$ cat src/core/usb_nak_regs.svh
`ifndef USB_NAK_REGS_SVH
`define USB_NAK_REGS_SVH

// ****************************************
// register byte addresses
// ****************************************
`define NAK_ADDR_W         16
`define OFF_EP0_NAK        16'h4000
`define OFF_EP0_NAK_ALL    16'h4004
`define OFF_EP_NAK         16'h4008
`define OFF_EP_NAK_MASK    16'h400c
`define OFF_ENGINE_CTRL    16'h4010
`define OFF_CLR_FEATURE    16'h4014
`define OFF_FIFO_CLEAR0    16'h4030
`define OFF_FIFO_CLEAR1    16'h4034
`define OFF_INTR_STATUS1   16'h4040
`define OFF_INTR_CLEAR1    16'h4044
`define OFF_DATA_END       16'h4048
`define OFF_DEVICE_STATE   16'h4050

// ****************************************
// field positions
// ****************************************
`define B_EP0_TX_NAK       0
`define B_EP0_RX_NAK       1
`define B_EP0_NAK_ALL      0
`define B_BULK_IN_NAK      0
`define B_BULK_OUT_NAK     2
`define B_INTR_IN_NAK      4
`define B_BULK_OUT_NAK_WE  2
`define B_RESUME_DRIVE     0
`define B_FORCE_STALL      3
`define B_CF_DEV           0
`define B_CF_EP0           1
`define B_CF_EP1           2
`define B_CF_EP2           3
`define B_CF_EP7           6
`define B_FC0_EP0_RX       0
`define B_FC0_EP0_TX       1
`define B_FC1_BULK_OUT     0
`define B_FC1_INTR_IN      1
`define B_SETUP_OVERRUN    0
`define B_EP0_TX_DONE      0
`define B_REMOTE_WAKEUP    0

// ****************************************
// reset values and timing
// ****************************************
`define RST_BYTE           8'h00
`define RST_CF             5'h00
`define FIFO_CLEAR_DELAY   5

`endif

$ cat src/core/usb_nak_pkg.sv
package usb_nak_pkg;
  // handshake that the serial engine returns to a token
  typedef enum logic [1:0] {
    HS_ACK,
    HS_NAK,
    HS_STALL
  } hs_e;

  typedef logic [7:0] byte_t;
endpackage

$ cat src/core/reg_access_if.sv
`timescale 1ns/100ps
`include "usb_nak_regs.svh"

// register access strobes between the bus port and the register bank
interface reg_access_if;
  logic [`NAK_ADDR_W-1:0] addr;
  logic [7:0]             wdata;
  logic                   lane0;
  logic                   wr;
  logic                   rd;
  logic                   rd_early;
  logic [7:0]             rdata;

  modport port (output addr, output wdata, output lane0, output wr, output rd, output rd_early, input rdata);
  modport bank (input addr, input wdata, input lane0, input wr, input rd, input rd_early, output rdata);
endinterface

$ cat src/core/usb_nak_stall_ctrl.sv
`timescale 1ns/100ps
`include "usb_nak_regs.svh"

module usb_nak_stall_ctrl (
  // clock and reset
  input  wire logic                   sys_clk_in,
  input  wire logic                   rstn_in,
  // avalon-mm slave
  input  wire logic [`NAK_ADDR_W-1:0] address_in,
  input  wire logic                   read_in,
  input  wire logic                   write_in,
  input  wire logic [31:0]            writedata_in,
  input  wire logic [3:0]             byteenable_in,
  output logic      [31:0]            readdata_out,
  output logic                        waitrequest_out,
  // serial engine events, same clock
  input  wire logic                   setup_token_in,
  input  wire logic                   ep0_rx_ok_in,
  input  wire logic                   ep0_tx_ok_in,
  input  wire logic                   ep0_rx_drained_in,
  input  wire logic                   ctrl_done_in,
  input  wire logic                   nak_active_in,
  input  wire logic [4:0]             cf_done_in,
  // fifo status, same clock
  input  wire logic                   bulk_se_bank_valid_in,
  input  wire logic                   bulk_cpu_count_zero_in,
  input  wire logic                   bulk_in_nak_in,
  input  wire logic                   intr_in_nak_set_in,
  input  wire logic [2:0]             ep_enable_in,
  // handshake selection
  output usb_nak_pkg::hs_e            ep0_in_hs_out,
  output usb_nak_pkg::hs_e            ep0_out_hs_out,
  output usb_nak_pkg::hs_e            bulk_out_hs_out,
  output logic                        ep0_tx_send_out,
  // fifo and bus control
  output logic                        bulk_swap_out,
  output logic [3:0]                  fifo_clear_out,
  output logic                        setup_capture_out,
  output logic                        resume_out
);
  import usb_nak_pkg::*;

  // ****************************************
  // helpers
  // ****************************************

  // stall beats nak beats ack
  function automatic hs_e pick_hs(input logic stall, input logic nak);
    if (stall) begin
      return HS_STALL;
    end else if (nak) begin
      return HS_NAK;
    end
    return HS_ACK;
  endfunction

  // a write hits a register only with its byte lane enabled
  function automatic logic hit(input logic [`NAK_ADDR_W-1:0] a, input logic [`NAK_ADDR_W-1:0] off,
                               input logic strobe, input logic lane);
    return strobe & lane & (a == off);
  endfunction

  // ****************************************
  // bus port
  // ****************************************
  reg_access_if acc ();

  avalon_reg_port u_port (
    .sys_clk_in      (sys_clk_in),
    .rstn_in         (rstn_in),
    .address_in      (address_in),
    .read_in         (read_in),
    .write_in        (write_in),
    .writedata_in    (writedata_in),
    .byteenable_in   (byteenable_in),
    .readdata_out    (readdata_out),
    .waitrequest_out (waitrequest_out),
    .acc             (acc)
  );

  // ****************************************
  // state
  // ****************************************
  logic       ep0_rx_nak_q,    ep0_rx_nak_d;
  logic       ep0_tx_nak_q,    ep0_tx_nak_d;
  logic       ep0_nak_all_q,   ep0_nak_all_d;
  logic       bulk_hw_nak_q,   bulk_hw_nak_d;
  logic       bulk_sw_nak_q,   bulk_sw_nak_d;
  logic       intr_in_nak_q,   intr_in_nak_d;
  logic       bulk_we_q,       bulk_we_d;
  logic       force_stall_q,   force_stall_d;
  logic       resume_q,        resume_d;
  logic       rwe_q,           rwe_d;
  logic       overrun_q,       overrun_d;
  logic       ctrl_busy_q,     ctrl_busy_d;
  logic [4:0] cf_q,            cf_d;
  logic [4:0] cf_seen_q;
  logic       swap_q;
  logic [3:0] fifo_clear_q;
  logic       setup_cap_q;

  // ****************************************
  // write decode
  // ****************************************
  wire wr_ep0_nak  = hit(acc.addr, `OFF_EP0_NAK,      acc.wr, acc.lane0);
  wire wr_nak_all  = hit(acc.addr, `OFF_EP0_NAK_ALL,  acc.wr, acc.lane0);
  wire wr_ep_nak   = hit(acc.addr, `OFF_EP_NAK,       acc.wr, acc.lane0);
  wire wr_mask     = hit(acc.addr, `OFF_EP_NAK_MASK,  acc.wr, acc.lane0);
  wire wr_engine   = hit(acc.addr, `OFF_ENGINE_CTRL,  acc.wr, acc.lane0);
  wire wr_fc0      = hit(acc.addr, `OFF_FIFO_CLEAR0,  acc.wr, acc.lane0);
  wire wr_fc1      = hit(acc.addr, `OFF_FIFO_CLEAR1,  acc.wr, acc.lane0);
  wire wr_iclr1    = hit(acc.addr, `OFF_INTR_CLEAR1,  acc.wr, acc.lane0);
  wire wr_dend     = hit(acc.addr, `OFF_DATA_END,     acc.wr, acc.lane0);
  wire wr_devstate = hit(acc.addr, `OFF_DEVICE_STATE, acc.wr, acc.lane0);
  wire rd_cf       = acc.rd & (acc.addr == `OFF_CLR_FEATURE);
  wire rd_cf_early = acc.rd_early & (acc.addr == `OFF_CLR_FEATURE);

  // ****************************************
  // fifo clear strobes and their delayed effect
  // ****************************************
  wire [3:0] fc_req = {wr_fc1 & acc.wdata[`B_FC1_INTR_IN],
                       wr_fc1 & acc.wdata[`B_FC1_BULK_OUT],
                       wr_fc0 & acc.wdata[`B_FC0_EP0_TX],
                       wr_fc0 & acc.wdata[`B_FC0_EP0_RX]};
  logic [3:0] fc_late;

  // the nak bits follow the fifo clear only once the fifo itself has settled
  fifo_clear_delay #(
    .DEPTH (`FIFO_CLEAR_DELAY),
    .WIDTH (4)
  ) u_fc_delay (
    .sys_clk_in (sys_clk_in),
    .rstn_in    (rstn_in),
    .pulse_in   (fc_req),
    .pulse_out  (fc_late)
  );

  wire clr_ep0_rx = fc_late[0];
  wire clr_ep0_tx = fc_late[1];
  wire clr_bulk   = fc_late[2];
  wire clr_intr   = fc_late[3];

  // ****************************************
  // endpoint 0 nak and overrun
  // ****************************************
  // writes to the rx nak bit are dropped while a nak is on the wire
  wire ep0_rx_sw_ok = wr_ep0_nak & ~nak_active_in;
  wire setup_over   = setup_token_in & ctrl_busy_q;

  always_comb begin
    // hardware set wins over every clear
    ep0_rx_nak_d = ep0_rx_nak_q;
    if (ep0_rx_sw_ok) begin
      ep0_rx_nak_d = acc.wdata[`B_EP0_RX_NAK];
    end
    if (clr_ep0_rx | ep0_rx_drained_in) begin
      ep0_rx_nak_d = 1'b0;
    end
    if (ep0_rx_ok_in) begin
      ep0_rx_nak_d = 1'b1;
    end
  end

  always_comb begin
    // software can only arm the send through the tx done bit
    ep0_tx_nak_d = ep0_tx_nak_q;
    if (ep0_tx_ok_in | clr_ep0_tx) begin
      ep0_tx_nak_d = 1'b0;
    end
    if (wr_dend & acc.wdata[`B_EP0_TX_DONE]) begin
      ep0_tx_nak_d = 1'b1;
    end
  end

  always_comb begin
    // firmware clears the flag by writing zero; a new setup still wins
    overrun_d = overrun_q;
    if (wr_iclr1 & ~acc.wdata[`B_SETUP_OVERRUN]) begin
      overrun_d = 1'b0;
    end
    if (setup_over) begin
      overrun_d = 1'b1;
    end
    ctrl_busy_d = ctrl_busy_q;
    if (ctrl_done_in) begin
      ctrl_busy_d = 1'b0;
    end
    if (setup_token_in) begin
      ctrl_busy_d = 1'b1;
    end
  end

  // nak all and force stall are plain software bits, stall ends at setup
  assign ep0_nak_all_d = wr_nak_all ? acc.wdata[`B_EP0_NAK_ALL] : ep0_nak_all_q;
  assign force_stall_d = wr_engine ? acc.wdata[`B_FORCE_STALL]
                       : (setup_token_in ? 1'b0 : force_stall_q);

  // ****************************************
  // bulk out and interrupt in
  // ****************************************
  // bank swap needs fresh data on the engine side and an empty cpu bank
  wire swap_now  = bulk_se_bank_valid_in & bulk_cpu_count_zero_in & ~swap_q;
  wire bank_full = bulk_se_bank_valid_in & ~bulk_cpu_count_zero_in;
  wire bulk_sw_ok = wr_ep_nak & bulk_we_q & ~nak_active_in;

  always_comb begin
    // the hardware part and the firmware part are kept apart so that a
    // fifo clear cannot undo a nak that firmware asked for
    bulk_hw_nak_d = bulk_hw_nak_q;
    if (swap_now | clr_bulk) begin
      bulk_hw_nak_d = 1'b0;
    end
    if (bank_full) begin
      bulk_hw_nak_d = 1'b1;
    end
    bulk_sw_nak_d = bulk_sw_ok ? acc.wdata[`B_BULK_OUT_NAK] : bulk_sw_nak_q;
  end

  always_comb begin
    intr_in_nak_d = intr_in_nak_q;
    if (clr_intr) begin
      intr_in_nak_d = 1'b0;
    end
    if (intr_in_nak_set_in) begin
      intr_in_nak_d = 1'b1;
    end
  end

  assign bulk_we_d = wr_mask ? acc.wdata[`B_BULK_OUT_NAK_WE] : bulk_we_q;

  // ****************************************
  // resume and device state
  // ****************************************
  assign rwe_d    = wr_devstate ? acc.wdata[`B_REMOTE_WAKEUP] : rwe_q;
  assign resume_d = (wr_engine & rwe_q) ? acc.wdata[`B_RESUME_DRIVE] : resume_q;

  // ****************************************
  // clear feature flags
  // ****************************************
  // only the bits seen by the read are cleared, so a late event survives
  assign cf_d = (cf_q & ~(rd_cf ? cf_seen_q : `RST_CF)) | cf_done_in;

  // ****************************************
  // registers
  // ****************************************
  always_ff @(posedge sys_clk_in or negedge rstn_in) begin
    if (!rstn_in) begin
      ep0_rx_nak_q  <= 1'b0;
      ep0_tx_nak_q  <= 1'b0;
      ep0_nak_all_q <= 1'b0;
      bulk_hw_nak_q <= 1'b0;
      bulk_sw_nak_q <= 1'b0;
      intr_in_nak_q <= 1'b0;
      bulk_we_q     <= 1'b0;
      force_stall_q <= 1'b0;
      resume_q      <= 1'b0;
      rwe_q         <= 1'b0;
      overrun_q     <= 1'b0;
      ctrl_busy_q   <= 1'b0;
      cf_q          <= `RST_CF;
    end else begin
      ep0_rx_nak_q  <= ep0_rx_nak_d;
      ep0_tx_nak_q  <= ep0_tx_nak_d;
      ep0_nak_all_q <= ep0_nak_all_d;
      bulk_hw_nak_q <= bulk_hw_nak_d;
      bulk_sw_nak_q <= bulk_sw_nak_d;
      intr_in_nak_q <= intr_in_nak_d;
      bulk_we_q     <= bulk_we_d;
      force_stall_q <= force_stall_d;
      resume_q      <= resume_d;
      rwe_q         <= rwe_d;
      overrun_q     <= overrun_d;
      ctrl_busy_q   <= ctrl_busy_d;
      cf_q          <= cf_d;
    end
  end

  // strobes to the fifo side and the read snapshot
  always_ff @(posedge sys_clk_in or negedge rstn_in) begin
    if (!rstn_in) begin
      cf_seen_q    <= `RST_CF;
      swap_q       <= 1'b0;
      fifo_clear_q <= 4'h0;
      setup_cap_q  <= 1'b0;
    end else begin
      cf_seen_q    <= rd_cf_early ? cf_q : cf_seen_q;
      swap_q       <= swap_now;
      fifo_clear_q <= fc_req;
      setup_cap_q  <= setup_token_in;
    end
  end

  // ****************************************
  // read mux
  // ****************************************
  wire       bulk_out_nak = bulk_hw_nak_q | bulk_sw_nak_q;
  wire [7:0] ep0_nak_rd;
  wire [7:0] ep_nak_rd;
  wire [7:0] cf_rd;
  // every image is built from single bits, so reserved positions read as zero

  // a bit shows a value only at its own position, the rest read as zero
  function automatic logic [7:0] at_bit(input logic v, input int pos);
    logic [7:0] r;
    r = 8'h00;
    r[pos[2:0]] = v;
    return r;
  endfunction

  assign ep0_nak_rd = at_bit(ep0_rx_nak_q, `B_EP0_RX_NAK) | at_bit(ep0_tx_nak_q, `B_EP0_TX_NAK);
  // disabled endpoints report nothing
  assign ep_nak_rd  = at_bit(intr_in_nak_q & ep_enable_in[0], `B_INTR_IN_NAK)
                    | at_bit(bulk_out_nak & ep_enable_in[1], `B_BULK_OUT_NAK)
                    | at_bit(bulk_in_nak_in & ep_enable_in[0], `B_BULK_IN_NAK);
  assign cf_rd      = at_bit(cf_q[0], `B_CF_DEV) | at_bit(cf_q[1], `B_CF_EP0)
                    | at_bit(cf_q[2] & ep_enable_in[0], `B_CF_EP1)
                    | at_bit(cf_q[3] & ep_enable_in[1], `B_CF_EP2)
                    | at_bit(cf_q[4] & ep_enable_in[2], `B_CF_EP7);

  always_comb begin
    // unmapped addresses and write-only registers read as zero
    if (acc.addr == `OFF_EP0_NAK) begin
      acc.rdata = ep0_nak_rd;
    end else if (acc.addr == `OFF_EP0_NAK_ALL) begin
      acc.rdata = at_bit(ep0_nak_all_q, `B_EP0_NAK_ALL);
    end else if (acc.addr == `OFF_EP_NAK) begin
      acc.rdata = ep_nak_rd;
    end else if (acc.addr == `OFF_EP_NAK_MASK) begin
      acc.rdata = at_bit(bulk_we_q, `B_BULK_OUT_NAK_WE);
    end else if (acc.addr == `OFF_ENGINE_CTRL) begin
      acc.rdata = at_bit(force_stall_q, `B_FORCE_STALL) | at_bit(resume_q, `B_RESUME_DRIVE);
    end else if (acc.addr == `OFF_CLR_FEATURE) begin
      acc.rdata = cf_rd;
    end else if (acc.addr == `OFF_INTR_STATUS1) begin
      acc.rdata = at_bit(overrun_q, `B_SETUP_OVERRUN);
    end else if (acc.addr == `OFF_DEVICE_STATE) begin
      acc.rdata = at_bit(rwe_q, `B_REMOTE_WAKEUP);
    end else begin
      acc.rdata = `RST_BYTE;
    end
  end

  // ****************************************
  // handshake outputs
  // ****************************************
  // nak all covers automatic requests too; setup is never gated here
  wire ep0_block = ep0_nak_all_q;

  assign ep0_in_hs_out   = pick_hs(force_stall_q, ep0_block | ~ep0_tx_nak_q);
  assign ep0_out_hs_out  = pick_hs(force_stall_q, ep0_block | ep0_rx_nak_q);
  assign bulk_out_hs_out = pick_hs(1'b0, bulk_out_nak);
  assign ep0_tx_send_out = ep0_tx_nak_q & ~ep0_block & ~force_stall_q;
  assign bulk_swap_out     = swap_q;
  assign fifo_clear_out    = fifo_clear_q;
  assign setup_capture_out = setup_cap_q;
  assign resume_out        = resume_q;
endmodule

$ cat src/core/avalon_reg_port.sv
`timescale 1ns/100ps
`include "usb_nak_regs.svh"

module avalon_reg_port (
  // clock and reset
  input  wire logic                   sys_clk_in,
  input  wire logic                   rstn_in,
  // avalon-mm slave
  input  wire logic [`NAK_ADDR_W-1:0] address_in,
  input  wire logic                   read_in,
  input  wire logic                   write_in,
  input  wire logic [31:0]            writedata_in,
  input  wire logic [3:0]             byteenable_in,
  output logic      [31:0]            readdata_out,
  output logic                        waitrequest_out,
  // register bank side
  reg_access_if.port                  acc
);
  logic       ack_q;
  logic [7:0] rdata_q;
  wire        req = read_in | write_in;

  // one wait state: data is captured first, then the access completes
  assign waitrequest_out = req & ~ack_q;
  assign acc.addr        = address_in;
  assign acc.wdata       = writedata_in[7:0];
  assign acc.lane0       = byteenable_in[0];
  assign acc.wr          = write_in & ack_q;
  assign acc.rd          = read_in & ack_q;
  assign acc.rd_early    = read_in & ~ack_q;
  assign readdata_out    = {24'h000000, rdata_q};

  // ack toggles off after every completed access, so back to back works
  always_ff @(posedge sys_clk_in or negedge rstn_in) begin
    if (!rstn_in) begin
      ack_q   <= 1'b0;
      rdata_q <= `RST_BYTE;
    end else begin
      ack_q <= req & ~ack_q;
      if (acc.rd_early) begin
        rdata_q <= acc.rdata;
      end
    end
  end
endmodule

$ cat src/core/fifo_clear_delay.sv
`timescale 1ns/100ps
`include "usb_nak_regs.svh"

module fifo_clear_delay #(
  parameter int DEPTH = `FIFO_CLEAR_DELAY,
  parameter int WIDTH = 4
) (
  // clock and reset
  input  wire logic             sys_clk_in,
  input  wire logic             rstn_in,
  // clear pulses in and delayed out
  input  wire logic [WIDTH-1:0] pulse_in,
  output logic      [WIDTH-1:0] pulse_out
);
  // the consumer registers the result, so DEPTH-1 stages here give DEPTH edges
  logic [WIDTH-1:0] stage_q [DEPTH-1];

  always_ff @(posedge sys_clk_in or negedge rstn_in) begin
    if (!rstn_in) begin
      for (int i = 0; i < DEPTH-1; i++) begin
        stage_q[i] <= '0;
      end
    end else begin
      stage_q[0] <= pulse_in;
      for (int i = 1; i < DEPTH-1; i++) begin
        stage_q[i] <= stage_q[i-1];
      end
    end
  end

  assign pulse_out = stage_q[DEPTH-2];
endmodule

$ cat config.mk
export PLATFORM = sky130hd
export DESIGN_NAME = usb_nak_stall_ctrl
export DESIGN_NICKNAME = d
export VERILOG_FILES = /design/src/core/usb_nak_pkg.sv /design/src/core/reg_access_if.sv /design/src/core/usb_nak_stall_ctrl.sv /design/src/core/avalon_reg_port.sv /design/src/core/fifo_clear_delay.sv
export VERILOG_INCLUDE_DIRS = /design/src /design/src/core
export SDC_FILE = /design/constraint.sdc
export NUM_CORES = 1
export LEC_CHECK = 0
export BUFFER_PORTS_ARGS = -buffer_cell sky130_fd_sc_hd__buf_2
export CAP_MARGIN = 20
export CORE_MARGIN = 4
export CORE_UTILIZATION = 51
export CTS_CLUSTER_DIAMETER = 40
export DETAILED_ROUTE_END_ITERATION = 16
export PLACE_DENSITY_LB_ADDON = 0.1
export SYNTH_ARGS = -nofsm -noshare
export SYNTH_HDL_FRONTEND = slang
export SYNTH_HIERARCHICAL = 1
export SYNTH_SLANG_ARGS = --single-unit
$ cat constraint.sdc
create_clock -name sys_clk_in -period 3.42 [get_ports sys_clk_in]
set_clock_uncertainty 0.05 [all_clocks]
set_input_delay 0.684 -clock sys_clk_in [delete_from_list [all_inputs] [get_ports sys_clk_in]]
set_output_delay 0.684 -clock sys_clk_in [all_outputs]
set_load 0.005 [all_outputs]
# Yosys cells after proc, flatten, opt, wreduce, memory -nomap -nowiden

Cells that the tools add are included.

Equal/unequal tests: 12
Mux-type cells: 37
Bitwise logic cells: 65
Reductions and logical operators: 7

Operators with widths:

| kind                                                  | count |
|---|---|
| equality test 16 x 15 -> 1 bit, second input constant | 12 |
| 2-to-1 mux 7 bit                                      | 6 |
| AND 1 bit                                             | 39 |
| 2-to-1 mux 1 bit                                      | 22 |
| 2-to-1 mux 2 bit                                      | 8 |
| nonzero test 2 bit                                    | 6 |
| NOT 1 bit                                             | 8 |
| bitwise OR 1 bit                                      | 7 |
| bitwise OR 4 x 7 -> 7 bit                             | 1 |
| AND 5 bit                                             | 1 |
| 2-to-1 mux 5 bit                                      | 1 |
| NOT 5 bit                                             | 1 |
| bitwise OR 5 x 1 -> 5 bit                             | 1 |
| bitwise OR 5 x 3 -> 5 bit                             | 1 |
| bitwise OR 5 bit                                      | 1 |
| bitwise OR 3 x 4 -> 4 bit                             | 1 |
| bitwise OR 4 x 1 -> 4 bit                             | 1 |
| bitwise OR 2 x 3 -> 3 bit                             | 1 |
| nonzero test 3 bit                                    | 1 |
| bitwise OR 1 x 2 -> 2 bit                             | 1 |
| bitwise OR 2 x 1 -> 2 bit                             | 1 |

Register bits: 49
Output and inout port bits: 47
Word-level logic and storage cells: 143

# Depth between registers and ports, before layout

Gate-level depths: netlist (run 1).

Word-level depth: 10
Mapped depth: 8
Mapped depth without buffers: 6

# Hierarchy

Netlist (run 1), hierarchy kept.

By module, submodules not included:

| module             | instances | cells an instance | area each (µm²) | seq. area each (µm²) |
|---|---|---|---|---|
| usb_nak_stall_ctrl | 1         | 149               | 1473.9          | 700.7 |
| avalon_reg_port    | 1         | 73                | 758.2           | 225.2 |
| fifo_clear_delay   | 1         | 20                | 430.4           | 400.4 |

# Worst setup path after synthesis (run 1)

No wires, ideal clock.

Path type: input-to-reg
Start point: in address_in[1]
End point: reg overrun_q
Setup time: 121 ps
Data arrival time: 2215 ps
Required time: 3249 ps
Path slack: 1034 ps
Stages: 5
Path buffers: 1
Path through: buf_4 -> or3_4 -> or3_4 -> or4b_1 -> a22o_1

Longest elaborated chain between the ends: 4

RTL lines:

| element                        | RTL line                  | source |
|---|---|---|
| from (decl)                    | usb_nak_stall_ctrl.sv:9   | `` input wire logic [`NAK_ADDR_W-1:0] address_in, `` |
| equality test 16 x 15 -> 1 bit | usb_nak_stall_ctrl.sv:60  | `return strobe & lane & (a == off);` |
| AND 1 bit                      | usb_nak_stall_ctrl.sv:60  |  |
| AND 1 bit                      | usb_nak_stall_ctrl.sv:178 | `` if (wr_iclr1 & ~acc.wdata[`B_SETUP_OVERRUN]) begin `` |
| nonzero test 2 bit (no line)   | --                        |  |
| to (signal assigned)           | usb_nak_stall_ctrl.sv:272 | `overrun_q <= overrun_d;` |
| to (decl)                      | usb_nak_stall_ctrl.sv:94  | `logic overrun_q, overrun_d;` |

No other way between the ends.
A chain may end at the register's enable or synchronous reset.

# Final worst setup path (run 1)

Start point: in address_in[9]
End point: reg u_port.rdata_q[0]

Longest elaborated chain between the ends: 9
Elaborated cells between the ends (all ways): 16
Those cells by class: 8 x eq/ne; 8 x mux

RTL lines:

| element                                  | RTL line                  | source |
|---|---|---|
| equality test 16 x 15 -> 1 bit (no line) | --                        |  |
| 2-to-1 mux 1 bit                         | usb_nak_stall_ctrl.sv:336 | `` end else if (acc.addr == `OFF_DEVICE_STATE) begin `` |
| 2-to-1 mux 1 bit                         | usb_nak_stall_ctrl.sv:334 | `` end else if (acc.addr == `OFF_INTR_STATUS1) begin `` |
| 2-to-1 mux 7 bit                         | usb_nak_stall_ctrl.sv:332 | `` end else if (acc.addr == `OFF_CLR_FEATURE) begin `` |
| 2-to-1 mux 7 bit                         | usb_nak_stall_ctrl.sv:330 | `` end else if (acc.addr == `OFF_ENGINE_CTRL) begin `` |
| 2-to-1 mux 7 bit                         | usb_nak_stall_ctrl.sv:328 | `` end else if (acc.addr == `OFF_EP_NAK_MASK) begin `` |
| 2-to-1 mux 7 bit                         | usb_nak_stall_ctrl.sv:326 | `` end else if (acc.addr == `OFF_EP_NAK) begin `` |
| 2-to-1 mux 7 bit                         | usb_nak_stall_ctrl.sv:324 | `` end else if (acc.addr == `OFF_EP0_NAK_ALL) begin `` |
| 2-to-1 mux 7 bit *                       | usb_nak_stall_ctrl.sv:322 | `` if (acc.addr == `OFF_EP0_NAK) begin `` |
| net acc.rdata[0]                         | reg_access_if.sv:12       | `logic [7:0] rdata;` |
| to (signal assigned)                     | avalon_reg_port.sv:37     | `` rdata_q <= `RST_BYTE; `` |
| to (signal assigned)                     | avalon_reg_port.sv:41     | `rdata_q <= acc.rdata;` |
| to (decl)                                | avalon_reg_port.sv:20     | `logic [7:0] rdata_q;` |

Mark *: on every way through the listed nets, which the timed path passes. The rest lies on a longest branch.

==> impl_metrics.tcl, run 1 <==
set metrics [dict create \
    status "finished, final reports clean" \
    grt_pass1_vias 1716 \
    worstPathRequired_ps 3610 \
    start_util_pct 54.3 \
    cp_slowest_cell "nor3_1" \
    cp_max_fo 10 \
    hold_buffers 0 \
    cts_setup_buffers 0 \
    ant_nets 0 \
    nNetsFinal 356 \
    core_area_sq_um 4850 \
    cp_data_arrival_time_ps 2400 \
    clockBufferDepth 2 \
    rsz0062_at_grt "false" \
    clock_latency_ps 300 \
    vias 1714 \
    maxCapViolCount 0 \
    r2r_cells 5 \
    end_kind "flip-flop" \
    n_antenna_cell 0 \
    hpwl_um 3900 \
    pre_cts_ws_ps 914 \
    grt_pass1_wl_um 8120 \
    worst_slack_ps 1220 \
    ff2ff_setup_slack_ps 1470 \
    cts_root_buf "clkbuf_8" \
    min_period_over_period_pct 64.5 \
    numCtsBuffers 5 \
    yosysWarnings 6 \
    crit_chain "buf_2 -> nor4_2 -> nand2_2 -> nor3_1 -> a32oi_1 -> o22ai_1 -> mux2_4" \
    antenna_found_initial 0 \
    syn_inst 238 \
    gp_congestion 0.833 \
    ir_drop_mv 0.203 \
    row_count 25 \
    cts_tree "built" \
    chipWidth_um 79.8 \
    reg2reg_from "u_port/ack_q" \
    cp-start-kind "input port" \
    cts.sinks 53 \
    multi_input_area_sq_um 967 \
    drv_slew 0 \
    syn_area_per_cell_sq_um 11.1 \
    pwr_density_cell_nw_per_um2 412 \
    netlist_area_sq_um 2630 \
    r2r_end "overrun_q" \
    num_io_pins 121 \
    cpPeakStageDelay_ps 530 \
    cts_max_level 2 \
    wire_per_inst_um 14.0 \
    place.port_buffers 64 \
    drtIter0Drc 73 \
    fmax_mhz 454 \
    chipHeight_um 79.8 \
    post-route-min-period_ps 2200 \
    seqCellArea_sq_um 1330 \
    min_path_type "in -> async" \
    first_pass_iters 4 \
    finalInstanceArea_sq_um 2860 \
    setup_viol 0 \
    total_leakage_power_nw 1.43 \
    synthToLayoutAreaGrowth_pct 8.75 \
    cts_resized 0 \
    relSlewSlack_pct 58.4 \
    grt_overflow 0 \
    worstMarginPinSlew_ps 620 \
    clkTransAtPathRegs_ps 90 \
    crit_type "in -> reg" \
    fin_tns_setup_ps 0 \
    fillers 436 \
    hold_violations 0 \
    drive_above_1_share_pct 36.0 \
    via_per_inst 4.90 \
    drc 0 \
    die_area_sq_um 6380 \
    placed_cell_area_sq_um 2750 \
    grt_usage_pct 16.8 \
    grt_start_max_net_pins 34 \
    routed_wl_um 4910 \
]
-- registers in the layout, indices dropped and copies added, names as in the netlist, 4 cells and up --
signal and flops:
cf_seen_q 5, cf_q 5, u_fc_delay/stage_q 12, u_fc_delay/pulse_out 4, u_port/rdata_q 8, fifo_clear_out 4
-- per-stage QoR --
stage	util, %	hold WS (ps)	cells	total power, mW
after detailed placement	56.6	285	342	0.765
after global routing	59.0	298	350	1.24
after global placement	56.6	283	342	0.763
after CTS	59.0	287	350	1.20
final	59.0	286	350	1.18
after floorplan	-	281	263	0.748
-- how the worst max path moves through the flow --
| stage | start | end |
|---|---|---|
| after CTS | address_in[9] | u_port/rdata_q[0] |
| after global routing | address_in[9] | u_port/rdata_q[0] |
| final | address_in[9] | u_port/rdata_q[0] |
| after detailed placement | address_in[9] | u_port/rdata_q[0] |
| after floorplan | address_in[1] | overrun_q |
| after global placement | address_in[9] | u_port/rdata_q[0] |
-- layer usage --
| metal | global-route usage (%) | wire length (um) |
|---|---|---|
| met5 | 0 | 0 |
| met4 | 5.57 | 74 |
| met3 | 4.29 | 368 |
| met2 | 25.9 | 2250 |
| met1 | 23.2 | 2220 |
-- where the power goes --
part	switching, mW	leakage, nW	internal [mW]
clock	0.189	0.0585	0.239
sequential	0.00617	0.686	0.636
combinational	0.0620	0.689	0.0470
-- critical path, delay by kind of cell --
family,cells,cell delay (ps)
AND/OR/NAND/NOR,3,1120
buffers and inverters,1,100
AO/OA/AOI/OAI,2,320
multiplexers,1,170
-- cell type report --
cell class,count,area share (%)
flip-flops and latches,53,46.3
clock buffers,7,3.02
multi-input cells,148,33.8
repair buffers,67,12.0
well taps,67,2.93
inverters,7,0.918
clock inverters,1,1.05
-- layout by cell type (no fill, tap or decap), types with 2 or more instances in the layout --
cell type / n
mux2_4: 8
nor3_1: 7
nand4_1: 6
mux2_1: 2
buf_2: 64
nor3b_1: 2
a21oi_1: 5
nor2_1: 16
nand3_1: 4
dfrtp_1: 53
nand2_1: 18
and3_1: 2
mux2_2: 8
o31ai_1: 3
nor4_2: 2
clkbuf_8: 6
a21o_1: 7
inv_1: 7
buf_4: 3
or3_4: 2
nor4_1: 4
conb_1: 27
and2_1: 4
Power figures use the tool's default switching activity.
==> inputs of run 2 (changes only) <==
Settings changed: ABC_AREA set to 1, CORE_UTILIZATION 51 to 43.
Clock period 3.42 ns to 2 ns, I/O delays scaled along.
==> impl_metrics.tcl, run 2 <==
set metrics [dict create \
    use_met2_pct 20.8 \
    worst_slack_ps 310 \
    pre_cts_ws_ps 142 \
    fin_tns_setup_ps 0 \
    min_path_type "in -> reg" \
    clkTransAtPathRegs_ps 90 \
    min_period_over_period_pct 84.5 \
    row_count 28 \
    via_per_inst 4.43 \
    routed_wl_um 5370 \
    place.port_buffers 64 \
    antenna_found_initial 0 \
    cts.sinks 53 \
    num_io_pins 121 \
    first_pass_iters 4 \
    post-route-min-period_ps 1690 \
    pwr_density_cell_nw_per_um2 627 \
    n_antenna_cell 0 \
    hold_violations 0 \
    nNetsFinal 434 \
    final_common_cell "buf_2" \
    cts_root_buf "clkbuf_8" \
    numCtsBuffers 5 \
    ff2ff_setup_slack_ps 480 \
    met3_usage_pct 4.05 \
    synthToLayoutAreaGrowth_pct 8.24 \
    ir_drop_mv 0.446 \
    netlist_area_sq_um 2760 \
    syn_inst 315 \
    crit_type "reg -> out" \
    maxCapViolCount 0 \
    ant_nets 0 \
    reg2reg_from "u_port/ack_q" \
    clock_latency_ps 300 \
    gp_congestion 0.817 \
    cp-start-kind "flip-flop" \
    worstHoldStart "setup_token_in" \
    cp_data_arrival_time_ps 1240 \
    start_util_pct 45.6 \
    core_area_sq_um 6060 \
    grt_overflow 0 \
    met1_usage_pct 21.1 \
    drive_above_1_share_pct 29.4 \
    chipWidth_um 88.2 \
    clockBufferDepth 2 \
    drtIter0Drc 88 \
    cp_max_fo 7 \
    largest_reg_flops 12 \
    grt_pass1_wl_um 8450 \
    setup_viol 0 \
    worstPathRequired_ps 1550 \
    rsz0062_at_grt "false" \
    drc 0 \
    drv_slew 0 \
    syn_area_per_cell_sq_um 8.77 \
    end_kind "output port" \
    grt-busiest-layer "met1" \
    top_regs "u_fc_delay/stage_q: 12 flops, u_port/rdata_q: 8 flops" \
    final_cell_count_no_fill 436 \
    chipHeight_um 88.2 \
    fmax_mhz 592 \
    total_leakage_power_nw 1.70 \
    wire_per_inst_um 12.3 \
    hpwl_um 4330 \
    grt_pass1_vias 1773 \
    cts_setup_buffers 0 \
    vias 1931 \
    regMostFlops "u_fc_delay/stage_q" \
    cts_max_level 2 \
    yosysWarnings 6 \
    mostFrequentLayoutCells "buf_2 (64), nand2_1 (56), dfrtp_1 (53)" \
    grt_usage_pct 14.2 \
    crit_start "force_stall_q" \
    grt_start_max_net_pins 36 \
    die_area_sq_um 7770 \
    status "finished, final reports clean" \
    cts_tree "built" \
    dpl.cell_count 427 \
]
## run 2: layout make-up
cell class | count | area, sq um
fill | 637 | 3070
sequential | 53 | 1330
multi-input combinational | 191 | 968
timing repair buffer | 67 | 358
inverter | 42 | 158
tap | 75 | 93.8
clock buffer | 5 | 68.8
clock inverter | 3 | 17.5
## run 2: final timing paths
path / depth (start not counted) / to
max in group asynchronous: 3 / ep0_rx_nak_q
worst max register to register: 7 / bulk_sw_nak_q
worst min register to register: 0 / u_fc_delay/pulse_out[0]
worst max-delay path: 2 / ep0_tx_send_out
worst min-delay path: 1 / setup_capture_out
min in group asynchronous: 2 / bulk_swap_out
## run 2: where the power goes
group | internal [mW] | switching [mW] | total [mW]
sequential | 1.09 | 0.00945 | 1.10
combinational | 0.0723 | 0.129 | 0.201
clock | 0.242 | 0.334 | 0.576
## run 2: critical path, stage by stage, from the launching register on
cell and delay (ps):
dfrtp_1 490, nor3_1 290, buf_2 160
## run 2: per-layer routing
layer / routed length (um) / vias up
li1: - / 997
met1: 2540 / 872
met2: 2410 / 60
met3: 405 / 2
met4: 15 / 0
met5: 0 / -
## run 2: through the flow
stage          hold WS (ps)  power, mW  utilization [%]  instance area, sq um
6_report                166       1.88             49.3                  2990
5_1_grt                 146       1.98             49.3                  2990
2_1_floorplan          54.4       1.29                -                  2860
4_1_cts                 154       1.90             49.3                  2990
3_5_place_dp            285       1.32             47.7                  2890
3_3_place_gp            282       1.32             47.7                  2890
## run 2: repair_timing
item / in CTS / in global routing
endpoints found under the setup margin: 0 / 0
endpoints found under the hold margin: 18 / 0
hold buffers: 1 / 0
gates resized for setup: 0 / 0
==> inputs of run 3 (changes only) <==
Settings changed: ABC_AREA 1 to 0, CORE_UTILIZATION 43 to 47.
Clock period 2 ns to 1.7 ns, I/O delays scaled along.
==> impl_metrics.tcl, run 3 (same netlist as run 1, synthesis figures left out) <==
set metrics [dict create \
    maxCapViolCount 0 \
    numCtsBuffers 5 \
    violations "negative setup slack" \
    finalInstanceArea_sq_um 3220 \
    cts_root_buf "clkbuf_8" \
    hpwl_um 4210 \
    clkTransAtPathRegs_ps 90 \
    cts_tree "built" \
    n_antenna_cell 0 \
    chipHeight_um 82.8 \
    nNetsFinal 390 \
    crit_start "u_port/ack_q" \
    end_kind "flip-flop" \
    ant_nets 0 \
    reg2reg_from "u_port/ack_q" \
    place.port_buffers 64 \
    cts.sinks 53 \
    antenna_found_initial 0 \
    routed_wl_um 5310 \
    power_mw 2.41 \
    vias 1853 \
    drtIter0Drc 73 \
    fin_tns_setup_ps -55.7 \
    first_pass_iters 4 \
    drc 0 \
    grt_pass1_wl_um 8940 \
    wire_per_inst_um 13.7 \
    grt_start_max_net_pins 54 \
    via_per_inst 4.80 \
    mostFrequentLayoutCells "buf_2 (64), dfrtp_1 (53), buf_4 (34)" \
    largest_reg_flops 12 \
    pwr_density_cell_nw_per_um2 749 \
    drive_above_1_share_pct 46.2 \
    cts_max_level 2 \
    hold_violations 0 \
    p_sw_share_pct 23.1 \
    switchingPower_mw 0.557 \
    core_area_sq_um 5270 \
    post-route-min-period_ps 1760 \
    clock_latency_ps 300 \
    total_leakage_power_nw 1.62 \
    crit_type "reg -> reg" \
    die_area_sq_um 6860 \
    cp_data_arrival_time_ps 1900 \
    regMostFlops "u_fc_delay/stage_q" \
    rsz0062_at_grt "true" \
    intPower_mw 1.85 \
    worstHoldStart "setup_token_in" \
    row_count 26 \
    postLayoutCoreUtil_pct 61.0 \
    final_common_cell "buf_2" \
    grt_usage_pct 16.1 \
    cp-start-kind "flip-flop" \
    start_util_pct 50.0 \
    num_io_pins 121 \
    synthToLayoutAreaGrowth_pct 22.2 \
    fmax_mhz 570 \
    dpl.cell_count 378 \
    worst_slack_ps -55.7 \
    worstPathRequired_ps 1850 \
    top_regs "u_fc_delay/stage_q: 12 flops, u_port/rdata_q: 8 flops" \
    seqPwrFrac_pct 53.5 \
    status "finished with violations" \
    power_frac_clock_pct 34.9 \
    chipWidth_um 82.8 \
    gp_congestion 0.795 \
    drv_slew 0 \
    setup_viol 1 \
    min_period_over_period_pct 103 \
    min_path_type "in -> reg" \
    placed_cell_area_sq_um 3060 \
    final_cell_count_no_fill 386 \
    grt_pass1_vias 1922 \
    cp_max_fo 2 \
    clockBufferDepth 2 \
    cts_setup_buffers 0 \
    combinationalPowerShare_pct 11.6 \
    grt_overflow 0 \
    ir_drop_mv 0.507 \
]
run 3: cell types whose count changed in the layout (fill, tap and decap cells not counted), sizes merged, moves of 4 or more:
cell,delta
nand2,-43
buf,+34
inv,-33
nand3,-21
mux2,+17
nor2,-17
a21o,+7
o21ai,-7
a31oi,-5
and2,+5
nor4,+5
or2,-5
nand4,+4
run 3: final cells by class:
cell class | count | area [sq um]
fillers | 456 | 2050
clock buffers | 5 | 68.8
multi-input cells | 148 | 1050
clock inverters | 2 | 38.8
inverters | 7 | 26.3
well taps | 70 | 87.6
repair buffers | 101 | 617
flip-flops and latches | 53 | 1330
run 3: per-layer routing:
metal  GRT usage (%)  vias to the layer above  wire length (um)
met2            26.0                       73              2480
met4            4.46                        0                56
li1                -                      894                 -
met5               0                        -                 0
met1            21.3                      879              2400
met3            4.26                        7               380
run 3: path summary, 6_finish.rpt:
path                                          endpoint  slack [ps]  depth (start not counted)
worst max-delay path                         overrun_q         -60                          5
worst min-delay path                 setup_capture_out         130                          1
worst max register to register               overrun_q         -60                          5
worst min register to register  u_fc_delay/stage_q[11]         310                          0
max in group asynchronous                 cf_seen_q[3]         860                          3
min in group asynchronous            fifo_clear_out[1]         510                          3
run 3: worst max-delay path, stage by stage (launching register included):
cell and delay [ps]:
dfrtp_1 350, and2_4 150, nand2_2 50, or3_4 370, or4b_4 490, a22o_1 190
run 3: power by group through the flow:
| stage | logic (mW) | registers [mW] | clock network (mW) |
|---|---|---|---|
| floorplan | 0.198 | 1.32 | 0 |
| global placement | 0.270 | 1.31 | 0 |
| detailed placement | 0.273 | 1.31 | 0 |
| CTS | 0.280 | 1.29 | 0.860 |
| global route | 0.310 | 1.29 | 0.913 |
| finish | 0.279 | 1.29 | 0.840 |
run 3: stage by stage:
stage | hold WS, ps | worst slack, ps
CTS | 126 | -54.0
floorplan | -5.59 | -300
global route | 122 | -88.4
finish | 133 | -55.7
detailed placement | 285 | -361
global placement | 282 | -331
run 3: what timing repair did:
action,CTS,global route
gates resized for setup,6,2
pin swaps,1,1
endpoints found under the setup margin,6,5
hold endpoints to repair,53,0
hold buffers,1,0
